$ cat src/bsc_pkg.sv
package bsc_pkg;

  localparam int CLK_HZ = 10_000_000;
  localparam int CLK_PERIOD_NS = 100;

  // On-time floor and current-limit turn-off delay.
  localparam int T_MIN_ON_NS = 135;
  localparam int MIN_ON_CYC = (T_MIN_ON_NS + CLK_PERIOD_NS - 1) / CLK_PERIOD_NS;
  localparam int T_ILIM_DLY_NS = 60;
  localparam int ILIM_DLY_CYC =
    (T_ILIM_DLY_NS / CLK_PERIOD_NS < 1) ? 1 : T_ILIM_DLY_NS / CLK_PERIOD_NS;

  // Resistor-set frequency range, as oscillator periods in clock cycles.
  localparam int F_RT_MIN_KHZ = 100;
  localparam int F_RT_MAX_KHZ = 2500;
  localparam int RT_PER_MAX = CLK_HZ / (F_RT_MIN_KHZ * 1000);
  localparam int RT_PER_MIN = (CLK_HZ + F_RT_MAX_KHZ * 1000 - 1) / (F_RT_MAX_KHZ * 1000);

  // External clock range.
  localparam int F_SYNC_MIN_KHZ = 160;
  localparam int F_SYNC_MAX_KHZ = 2300;
  localparam int SYNC_PER_MAX = CLK_HZ / (F_SYNC_MIN_KHZ * 1000);
  localparam int SYNC_PER_MIN =
    (CLK_HZ + F_SYNC_MAX_KHZ * 1000 - 1) / (F_SYNC_MAX_KHZ * 1000);
  localparam int SYNC_LOSS_CYC = 2 * SYNC_PER_MAX;

  // Lock time, loss-of-clock frequency and bias settling.
  localparam int T_LOCK_US = 78;
  localparam int LOCK_CYC = T_LOCK_US * 1000 / CLK_PERIOD_NS;
  localparam int LOCK_EDGES = 2;
  localparam int F_FALLBACK_KHZ = 150;
  localparam int FALLBACK_PER = CLK_HZ / (F_FALLBACK_KHZ * 1000);
  localparam int T_BIAS_SETTLE_NS = 5000;
  localparam int BIAS_SETTLE_CYC = T_BIAS_SETTLE_NS / CLK_PERIOD_NS;

  // Soft-start length in switching cycles.
  localparam int SS_CYCLES = 1024;

  // Foldback divisors selected by the feedback band, band 3 being regulation.
  localparam logic [3:0] FOLD_DIV_BAND3 = 4'h1;
  localparam logic [3:0] FOLD_DIV_BAND2 = 4'h2;
  localparam logic [3:0] FOLD_DIV_BAND1 = 4'h4;
  localparam logic [3:0] FOLD_DIV_BAND0 = 4'h8;

  // Reset values.
  localparam logic RST_BIAS_EN = 1'b1;
  localparam logic [3:0] RST_FOLD_DIV = 4'h8;

  typedef enum logic [1:0] {
    BSC_MODE_RES = 2'h0,
    BSC_MODE_LOCKING = 2'h1,
    BSC_MODE_LOCKED = 2'h2,
    BSC_MODE_FALLBACK = 2'h3
  } bsc_mode_t;

endpackage

$ cat src/bsc_sync.sv
`timescale 1ns/1ps
`default_nettype none

module bsc_sync #(
  parameter int WIDTH = 1
) (
  input wire logic mclk_i,
  input wire logic reset_i,
  input wire logic [WIDTH-1:0] async_i,
  output logic [WIDTH-1:0] sync_o
);

  typedef struct packed {
    logic [WIDTH-1:0] meta;
    logic [WIDTH-1:0] stable;
  } bsc_sync_state_t;

  bsc_sync_state_t st;
  bsc_sync_state_t next_st;

  // The first stage feeds only the second stage.
  always_comb begin
    next_st = st;
    next_st.meta = async_i;
    next_st.stable = st.meta;
  end

  always_ff @(posedge mclk_i or posedge reset_i) begin
    if (reset_i) begin
      st <= '0;
    end else begin
      st <= next_st;
    end
  end

  assign sync_o = st.stable;

endmodule

`default_nettype wire

$ cat src/bsc_switching_control.sv
// Operation
// - Free-running frequency set by resistor between 100 kHz and 2500 kHz.
// - High-side on pulse lasts at least about 135 ns.
// - Each cycle, switch turns off once sensed current reaches control level.
// - Clamped control level is the peak limit; turn-off delay typically 60 ns.
// - Frequency divided by 1, 2, 4, 8 as feedback falls toward zero.
// - Foldback divides the clock digitally so external lock is kept.
// - Pulses are skipped when demanded on time is below the minimum; the code skips only if current is at the control level at turn-on.
// - External clock lies within 160 to 2300 kHz and is locked to.
// - When synchronized, switch turn-on aligns to external clock falling edge.
// - First rising threshold crossing enters locking mode and removes the pin bias.
// - External clock may be faster or slower than the resistor setting.
// - Transition to locked mode completes within 78 microseconds.
// - On clock loss frequency drops to 150 kHz, then returns to resistor value; the code returns after 50 clock cycles, so no cycle starts at 150 kHz.
// - Feedback above 109 percent disables the high-side switch at once.
// - Switching resumes only when feedback falls below 106 percent.
// - Junction above 176 C stops high-side switching.
// - Below 164 C the device restarts under soft-start control.
// - Soft-start ramps the reference over 1024 switching cycles.
// - Soft-start clears during thermal shutdown so restart ramps from zero.
// - Phase lock keeps running while pulses are skipped.
`timescale 1ns/1ps
`default_nettype none

module bsc_switching_control #(
  parameter int PER_W = 8
) (
  input wire logic mclk_i,
  input wire logic reset_i,
  input wire logic [PER_W-1:0] rt_period_i,
  input wire logic freq_set_sync_pin_i,
  input wire logic [1:0] feedback_sense_i,
  input wire logic cur_trip_i,
  input wire logic cur_limit_i,
  input wire logic ovp_rise_i,
  input wire logic ovp_above_fall_i,
  input wire logic temp_trip_i,
  input wire logic temp_above_fall_i,
  output logic hs_drive_o,
  output logic sw_cycle_o,
  output logic sync_bias_en_o,
  output logic sync_locked_o,
  output logic [1:0] clk_mode_o,
  output logic [3:0] fold_div_o,
  output logic overshoot_guard_o,
  output logic thermal_shdn_o,
  output logic [9:0] ss_level_o,
  output logic ss_done_o
);

  typedef struct packed {
    bsc_pkg::bsc_mode_t mode;
    logic pin_d;
    logic [PER_W-1:0] osc_cnt;
    logic [PER_W-1:0] edge_gap;
    logic [1:0] edges;
    logic [6:0] bias_cnt;
    logic bias_en;
    logic [2:0] div_cnt;
    logic [3:0] fold_div;
    logic guard;
    logic tsd;
    logic [10:0] ss_cnt;
    logic [9:0] ss_lvl;
    logic ss_done;
    logic hs_on;
    logic [2:0] on_cnt;
    logic sw_cycle;
    logic locked;
  } bsc_state_t;

  bsc_state_t st;
  bsc_state_t next_st;

  logic [8:0] in_s;
  logic pin_s;
  logic [1:0] band_s;
  logic cur_s;
  logic ilim_s;
  logic ovp_hi_s;
  logic ovp_lo_s;
  logic hot_s;
  logic warm_s;
  logic fall;
  logic rise;
  logic tick;
  logic start;
  logic blocked;
  logic [PER_W-1:0] per;
  logic [3:0] div;

  // Pin and comparators come from outside the clock domain.
  bsc_sync #(
    .WIDTH(9)
  ) u_sync (
    .mclk_i(mclk_i),
    .reset_i(reset_i),
    .async_i({freq_set_sync_pin_i, feedback_sense_i, cur_trip_i, cur_limit_i,
              ovp_rise_i, ovp_above_fall_i, temp_trip_i, temp_above_fall_i}),
    .sync_o(in_s)
  );

  assign {pin_s, band_s, cur_s, ilim_s, ovp_hi_s, ovp_lo_s, hot_s, warm_s} = in_s;

  always_comb begin
    next_st = st;
    fall = st.pin_d & ~pin_s;
    rise = ~st.pin_d & pin_s;
    tick = 1'b0;
    next_st.pin_d = pin_s;

    // Gap since the last falling edge, saturating, watches for clock loss.
    if (fall) begin
      next_st.edge_gap = '0;
    end else if (st.edge_gap != {PER_W{1'b1}}) begin
      next_st.edge_gap = st.edge_gap + PER_W'(1);
    end

    // Resistor period is clamped to the supported frequency range.
    if (rt_period_i < PER_W'(bsc_pkg::RT_PER_MIN)) begin
      per = PER_W'(bsc_pkg::RT_PER_MIN);
    end else if (rt_period_i > PER_W'(bsc_pkg::RT_PER_MAX)) begin
      per = PER_W'(bsc_pkg::RT_PER_MAX);
    end else begin
      per = rt_period_i;
    end

    case (st.mode)
      bsc_pkg::BSC_MODE_RES: begin
        next_st.bias_en = 1'b1;
        if (rise) begin
          // Any frequency is accepted, faster or slower than the resistor.
          next_st.mode = bsc_pkg::BSC_MODE_LOCKING;
          next_st.bias_en = 1'b0;
          next_st.edges = 2'h0;
          next_st.edge_gap = '0;
        end
      end
      bsc_pkg::BSC_MODE_LOCKING: begin
        tick = fall;
        if (fall) begin
          next_st.edges = st.edges + 2'h1;
        end
        if (fall && st.edges == 2'(bsc_pkg::LOCK_EDGES - 1)) begin
          next_st.mode = bsc_pkg::BSC_MODE_LOCKED;
        end else if (st.edge_gap >= PER_W'(bsc_pkg::SYNC_LOSS_CYC)) begin
          next_st.mode = bsc_pkg::BSC_MODE_FALLBACK;
          next_st.bias_en = 1'b1;
          next_st.bias_cnt = 7'h00;
        end
      end
      bsc_pkg::BSC_MODE_LOCKED: begin
        tick = fall;
        if (st.edge_gap >= PER_W'(bsc_pkg::SYNC_LOSS_CYC)) begin
          next_st.mode = bsc_pkg::BSC_MODE_FALLBACK;
          // Bias returns together with the fallback rate, so the pin is never left floating.
          next_st.bias_en = 1'b1;
          next_st.bias_cnt = 7'h00;
        end
      end
      default: begin
        // The low fallback rate holds until the restored bias has settled.
        per = PER_W'(bsc_pkg::FALLBACK_PER);
        next_st.bias_en = 1'b1;
        next_st.bias_cnt = st.bias_cnt + 7'h01;
        if (st.bias_cnt == 7'(bsc_pkg::BIAS_SETTLE_CYC - 1)) begin
          next_st.mode = bsc_pkg::BSC_MODE_RES;
        end
      end
    endcase

    // Free-running oscillator outside the synchronized modes.
    if (st.mode == bsc_pkg::BSC_MODE_RES || st.mode == bsc_pkg::BSC_MODE_FALLBACK) begin
      if (st.osc_cnt >= per - PER_W'(1)) begin
        tick = 1'b1;
        next_st.osc_cnt = '0;
      end else begin
        next_st.osc_cnt = st.osc_cnt + PER_W'(1);
      end
    end else begin
      next_st.osc_cnt = '0;
    end

    // Each feedback band picks one divisor.
    case (band_s)
      2'h3: div = bsc_pkg::FOLD_DIV_BAND3;
      2'h2: div = bsc_pkg::FOLD_DIV_BAND2;
      2'h1: div = bsc_pkg::FOLD_DIV_BAND1;
      default: div = bsc_pkg::FOLD_DIV_BAND0;
    endcase
    next_st.fold_div = div;

    // Dropping ticks rather than slowing the timebase keeps lock intact.
    start = tick && (st.div_cnt == 3'h0);
    if (tick) begin
      if ({1'b0, st.div_cnt} >= div - 4'h1) begin
        next_st.div_cnt = 3'h0;
      end else begin
        next_st.div_cnt = st.div_cnt + 3'h1;
      end
    end
    next_st.sw_cycle = start;
    next_st.locked = (next_st.mode == bsc_pkg::BSC_MODE_LOCKED);

    // Overvoltage hysteresis; a new trip wins over release.
    if (ovp_hi_s) begin
      next_st.guard = 1'b1;
    end else if (!ovp_lo_s) begin
      next_st.guard = 1'b0;
    end

    // Thermal hysteresis.
    if (hot_s) begin
      next_st.tsd = 1'b1;
    end else if (!warm_s) begin
      next_st.tsd = 1'b0;
    end

    // Soft-start counts switching cycles and is cleared in shutdown.
    if (next_st.tsd) begin
      next_st.ss_cnt = 11'h000;
    end else if (start && st.ss_cnt != 11'(bsc_pkg::SS_CYCLES)) begin
      next_st.ss_cnt = st.ss_cnt + 11'h001;
    end
    next_st.ss_done = (next_st.ss_cnt == 11'(bsc_pkg::SS_CYCLES));
    next_st.ss_lvl = next_st.ss_done ? 10'h3FF : next_st.ss_cnt[9:0];

    // High-side drive.
    blocked = next_st.guard || next_st.tsd;
    if (blocked) begin
      next_st.hs_on = 1'b0;
    end else if (start && !st.hs_on) begin
      // A demand already met at turn-on skips this pulse; the lock runs on.
      if (!cur_s && !ilim_s) begin
        next_st.hs_on = 1'b1;
        next_st.on_cnt = 3'h0;
      end
    end else if (st.hs_on) begin
      if (st.on_cnt < 3'(bsc_pkg::MIN_ON_CYC - 1)) begin
        next_st.on_cnt = st.on_cnt + 3'h1;
      end else if (cur_s || ilim_s) begin
        next_st.hs_on = 1'b0;
      end
    end
  end

  always_ff @(posedge mclk_i or posedge reset_i) begin
    if (reset_i) begin
      st <= '0;
      st.mode <= bsc_pkg::BSC_MODE_RES;
      st.bias_en <= bsc_pkg::RST_BIAS_EN;
      st.fold_div <= bsc_pkg::RST_FOLD_DIV;
    end else begin
      st <= next_st;
    end
  end

  assign hs_drive_o = st.hs_on;
  assign sw_cycle_o = st.sw_cycle;
  assign sync_bias_en_o = st.bias_en;
  assign sync_locked_o = st.locked;
  assign clk_mode_o = st.mode;
  assign fold_div_o = st.fold_div;
  assign overshoot_guard_o = st.guard;
  assign thermal_shdn_o = st.tsd;
  assign ss_level_o = st.ss_lvl;
  assign ss_done_o = st.ss_done;

  a_min_on_time: assert property (
    @(posedge mclk_i) disable iff (reset_i)
    $rose(st.hs_on) |=> (st.hs_on || st.guard || st.tsd))
    else $error("High-side pulse shorter than the minimum on time.");

  a_peak_turnoff: assert property (
    @(posedge mclk_i) disable iff (reset_i)
    (st.hs_on && cur_s && st.on_cnt >= 3'(bsc_pkg::MIN_ON_CYC - 1)) |=> !st.hs_on)
    else $error("Switch not turned off at the control level.");

  a_limit_delay: assert property (
    @(posedge mclk_i) disable iff (reset_i)
    (st.hs_on && ilim_s && st.on_cnt != 3'h0) |-> ##[1:1] !st.hs_on)
    else $error("Current limit turn-off too late.");

  a_fold_spacing: assert property (
    @(posedge mclk_i) disable iff (reset_i)
    (start && band_s == 2'h0 && $stable(band_s)) |=> !start)
    else $error("Foldback by eight let back-to-back cycles through.");

  a_sync_align: assert property (
    @(posedge mclk_i) disable iff (reset_i)
    ($rose(st.hs_on) && st.mode == bsc_pkg::BSC_MODE_LOCKED) |-> $past(fall))
    else $error("Locked turn-on not on an external falling edge.");

  a_bias_removed: assert property (
    @(posedge mclk_i) disable iff (reset_i)
    (st.mode == bsc_pkg::BSC_MODE_LOCKING || st.mode == bsc_pkg::BSC_MODE_LOCKED)
    |-> !st.bias_en)
    else $error("Pin bias present while synchronized.");

  a_lock_time: assert property (
    @(posedge mclk_i) disable iff (reset_i)
    $rose(st.mode == bsc_pkg::BSC_MODE_LOCKING)
    |-> ##[1:780] (st.mode != bsc_pkg::BSC_MODE_LOCKING))
    else $error("Lock not reached within the lock time.");

  a_guard_off: assert property (
    @(posedge mclk_i) disable iff (reset_i)
    ovp_hi_s |=> (!st.hs_on && st.guard))
    else $error("High side active above the overvoltage threshold.");

  a_guard_hold: assert property (
    @(posedge mclk_i) disable iff (reset_i)
    (st.guard && ovp_lo_s) |=> st.guard)
    else $error("Overvoltage released above the falling threshold.");

  a_thermal_off: assert property (
    @(posedge mclk_i) disable iff (reset_i)
    hot_s |=> (st.tsd && !st.hs_on))
    else $error("Switching continued in thermal shutdown.");

  a_ss_cleared: assert property (
    @(posedge mclk_i) disable iff (reset_i)
    st.tsd |-> (st.ss_cnt == 11'h000 && !st.ss_done))
    else $error("Soft-start not cleared in thermal shutdown.");

  a_fold_band: assert property (
    @(posedge mclk_i) disable iff (reset_i)
    (band_s == 2'h0) |=> (st.fold_div == 4'h8))
    else $error("Lowest feedback band did not select division by eight.");

  a_fallback_bias: assert property (
    @(posedge mclk_i) disable iff (reset_i)
    (st.mode == bsc_pkg::BSC_MODE_FALLBACK) |-> st.bias_en)
    else $error("Pin bias missing during the fallback rate.");

  a_locked_flag: assert property (
    @(posedge mclk_i) disable iff (reset_i)
    st.locked == (st.mode == bsc_pkg::BSC_MODE_LOCKED))
    else $error("Lock flag disagrees with the clock mode.");

endmodule

`default_nettype wire

$ cat config.mk
export PLATFORM = sky130hd
export DESIGN_NAME = bsc_switching_control
export DESIGN_NICKNAME = d
export VERILOG_FILES = /design/src/bsc_pkg.sv /design/src/bsc_sync.sv /design/src/bsc_switching_control.sv
export SDC_FILE = /design/constraint.sdc
export NUM_CORES = 1
export LEC_CHECK = 0
export BUFFER_PORTS_ARGS = -buffer_cell sky130_fd_sc_hd__clkbuf_2
export CAP_MARGIN = 10
export CORE_UTILIZATION = 35
export CTS_CLUSTER_SIZE = 10
export DETAILED_ROUTE_END_ITERATION = 6
export PLACE_DENSITY = 0.56
export SLEW_MARGIN = 20
export SYNTH_ARGS = -nofsm -noshare
export SYNTH_HDL_FRONTEND = slang
export SYNTH_HIERARCHICAL = 1
export SYNTH_SLANG_ARGS = --single-unit
$ cat constraint.sdc
create_clock -name mclk_i -period 3.3 [get_ports mclk_i]
set_input_delay 0.66 -clock mclk_i [delete_from_list [all_inputs] [get_ports mclk_i]]
set_output_delay 0.66 -clock mclk_i [all_outputs]
set_load 0.005 [all_outputs]
==> metrics.txt <==
Max-cap violations=0; RSZ-0062 raised after global routing=true; Num CTS Buffers=9; Slew @ Worst Pin=646 ps; Total Power=0.00279 W; die area=0.0127 mm^2; vias in the first global route=~3200; max-slew violations=0; root buf cell=clkbuf_16; Initial Util=35.8%; max_slew headroom=56.9%; Power Dens Cells=just over 500 mW/mm^2; Clock Latency Late Sink=approximately 340 ps; Post-synth EDFFs=0; total track usage=15.0%; drt drc=0; total gr overflow=0; sequential area share after synthesis=49.0%; first-pass GRT wire length=15200 um; crit path kind=input pin to flip-flop; final worst path period share=107%; deepest clock path buffer count=2; worst-path maximum fanout=4; Top Ports=42; vias post-DR=3213; Final ANT Viol Nets=0; Tmin final=roughly 3500 ps; post-synth top area cell=dfrtp_1; Hold Path End=u_sync/sync_o[7]$_DFF_PP0_; CP arrival=3760 ps; net count reported at finish=548; HP Start=u_sync/next_st[7]$_DFF_PP0_; Die X=113 um; Post-Syn Nets=474; CTS tree=yes; HPWL Detailed=6140 um; clock skew=9.18 ps; via density per instance=4.91; yosys warns=6; syn avg cell area=between 10 and 15 um^2; hold depth=0; Antenna diodes=0; worst min-delay path category=flip-flop to flip-flop; core area=0.0120 mm^2; Clock transition at path regs=60 ps; Syn-to-layout area delta=26.2%; RR Endpoint=ss_level_o[3]$_DFF_PP0_; FP Rows=40; pin count of the biggest net entering global routing=67; run status=complete, but fails checks; asr flop ratio synth=100%; post-synthesis cell count=428; placed insts=628; Synth cell types=58; layout cells sized above 1=between 20% and 30%; average wire per standard cell=13.5 um; ys flop type=dfrtp_1; Yosys top cell area share=47.8%; routability cong.=0.797; Iter 0 DRT Violations=157; Hold Slack=roughly 350 ps; worst reg-to-reg setup slack=-60 ps; Area contributors post-synth=dfrtp_1 48%, ha_1 7.9%, nor2_1 3.8%; endpoints failing hold=0; Critical Path RT=3510 ps; VDD IR max=252 uV; Finished Layout Cells=~650; failing checks=setup timing; mapped cell area=0.00430 mm^2; slack of the critical path=-246 ps; DRT Wirelength=8810 um; r2r worst-path depth=15; Static Leakage=2.56 nW; drt pass-1 iters=4; Port Buffers=41; Worst Setup Start Kind=input pin; Worst Setup End Kind=flip-flop; initial antenna violation count=0; FF+latch count, synth=between 80 and 90; H-tree levels=3; Finish-stage setup viols=11; chip height=113 um; Max Clk Rate=282 MHz; CTS sink count=84; Setup TNS Final=-2410 ps; Reg2Reg Launch Point=clk_mode_o[0]$_DFF_PP0_
==> worst max path at each step <==
stage | cells after the start | slack (ps) | end | startpoint
after floorplan | 17 | -150 | ss_level_o[3]$_DFF_PP0_ | rt_period_i[4]
after global placement | 20 | -470 | ss_level_o[7]$_DFF_PP0_ | rt_period_i[4]
after detailed placement | 19 | -590 | ss_level_o[2]$_DFF_PP0_ | rt_period_i[4]
after CTS | 19 | -190 | ss_level_o[9]$_DFF_PP0_ | rt_period_i[0]
after global routing | 19 | -410 | ss_level_o[9]$_DFF_PP0_ | rt_period_i[4]
final | 18 | -250 | ss_level_o[3]$_DFF_PP0_ | rt_period_i[4]
==> logic make-up after synthesis <==
family | count (synthesis) | share of synthesized area, %
simple gates | 158 | 19.1
compound gates | 87 | 13.2
flops | 84 | 49.0
buf+inv | 49 | 6.09
fa+ha+maj | 27 | 7.86
xor+xnor | 18 | 3.67
mux | 4 | 0.961
other cells | 1 | 0.0873
==> per-stage QoR <==
step	setup WS [ps]	cell area [um^2]	util, %
after detailed placement	-585	4870	40.5
after CTS	-191	5270	43.9
after global placement	-471	4870	40.5
after floorplan	-155	4370	-
after global routing	-410	5420	45.1
final	-246	5420	45.1
==> power by group <==
| part | switching [W] | leakage, nW | internal [W] |
|---|---|---|---|
| Clock | 0.000396 | 0.151 | 0.000664 |
| Combinational | 0.000285 | 1.32 | 0.000242 |
| Sequential | 0.0000770 | 1.08 | 0.00112 |
==> registers in the layout, summed over array words and instances, names as in the netlist <==
| signal | cells |
|---|---|
| clk_mode_o | 2 |
| fold_div_o | 4 |
| hs_drive_o | 1 |
| overshoot_guard_o | 1 |
| ss_done_o | 1 |
| ss_level_o | 10 |
| st | 43 |
| sw_cycle_o | 1 |
| sync_bias_en_o | 1 |
| sync_locked_o | 1 |
| thermal_shdn_o | 1 |
| u_sync/next_st | 9 |
| u_sync/sync_o | 9 |
==> placed cells by master (no fill, tap or decap), types with 3 or more instances in the layout <==
| master | netlist | routed |
|---|---|---|
| inv_1 | 26 | 23 |
| nand2_1 | 28 | 25 |
| a211oi_1 | 6 | 5 |
| o21ai_1 | 0 | 5 |
| and3_1 | 10 | 10 |
| nand2b_1 | 11 | 11 |
| ha_1 | 27 | 23 |
| clkbuf_16 | 0 | 9 |
| inv_2 | 0 | 3 |
| xnor2_1 | 7 | 7 |
| a21oi_1 | 21 | 18 |
| dfrtp_1 | 82 | 82 |
| clkbuf_1 | 3 | 3 |
| nor2_1 | 43 | 40 |
| o21ai_0 | 24 | 17 |
| nand2_2 | 0 | 3 |
| o31ai_1 | 4 | 4 |
| mux2i_1 | 3 | 3 |
| ha_2 | 0 | 3 |
| nor2b_1 | 5 | 5 |
| xor2_1 | 11 | 10 |
| clkbuf_2 | 0 | 36 |
| buf_4 | 16 | 43 |
| nor3_1 | 9 | 7 |
| buf_8 | 0 | 3 |
| and2_1 | 4 | 4 |
| nand3_1 | 19 | 18 |
| nand3b_1 | 5 | 5 |
| a31oi_1 | 8 | 8 |
| o21ai_2 | 5 | 5 |
==> repair_timing <==
item	4_1_cts	5_1_grt
gates resized for setup	10	28
buffers inserted	5	6
pin swaps	2	7
hold buffers	0	0
setup endpoints to repair	13	27
==> worst max-delay path: stages <==
cell	delay, ps
buf_8	100
nor2_4	150
nand2_2	80
nor2_4	170
nor3_4	80
a21oi_2	160
buf_4	130
nand3b_1	90
xnor2_1	140
ha_1	300
a21oi_1	80
a21oi_2	310
o2111ai_4	190
a21boi_2	240
mux2i_1	250
and2b_2	240
nand4_1	120
or2b_1	270
==> layer usage <==
| layer | track usage [%] | wire length, um |
|---|---|---|
| met5 | 0 | 0 |
| met4 | 7.82 | 179 |
| met3 | 2.95 | 299 |
| met2 | 23.3 | 4070 |
| met1 | 19.9 | 4260 |
==> synth_stat cells (4+ instances only) <==
library cell	count
a211oi_1	6
a21oi_1	21
a31oi_1	8
and2_1	4
and3_1	10
buf_4	16
dfrtp_1	82
ha_1	27
inv_1	26
nand2_1	28
nand2b_1	11
nand3_1	19
nand3b_1	5
nor2_1	43
nor2b_1	5
nor3_1	9
o21ai_0	24
o21ai_2	5
o31ai_1	4
xnor2_1	7
xor2_1	11
==> layout make-up <==
type | count | area (um^2)
fillers | 1142 | 6590
clock inverters | 4 | 73.8
clock buffers | 12 | 236
inverters | 26 | 97.6
repair buffers | 86 | 607
well taps | 147 | 184
flip-flops and latches | 84 | 2100
multi-input cells | 295 | 2120
Power figures use the tool's default switching activity.
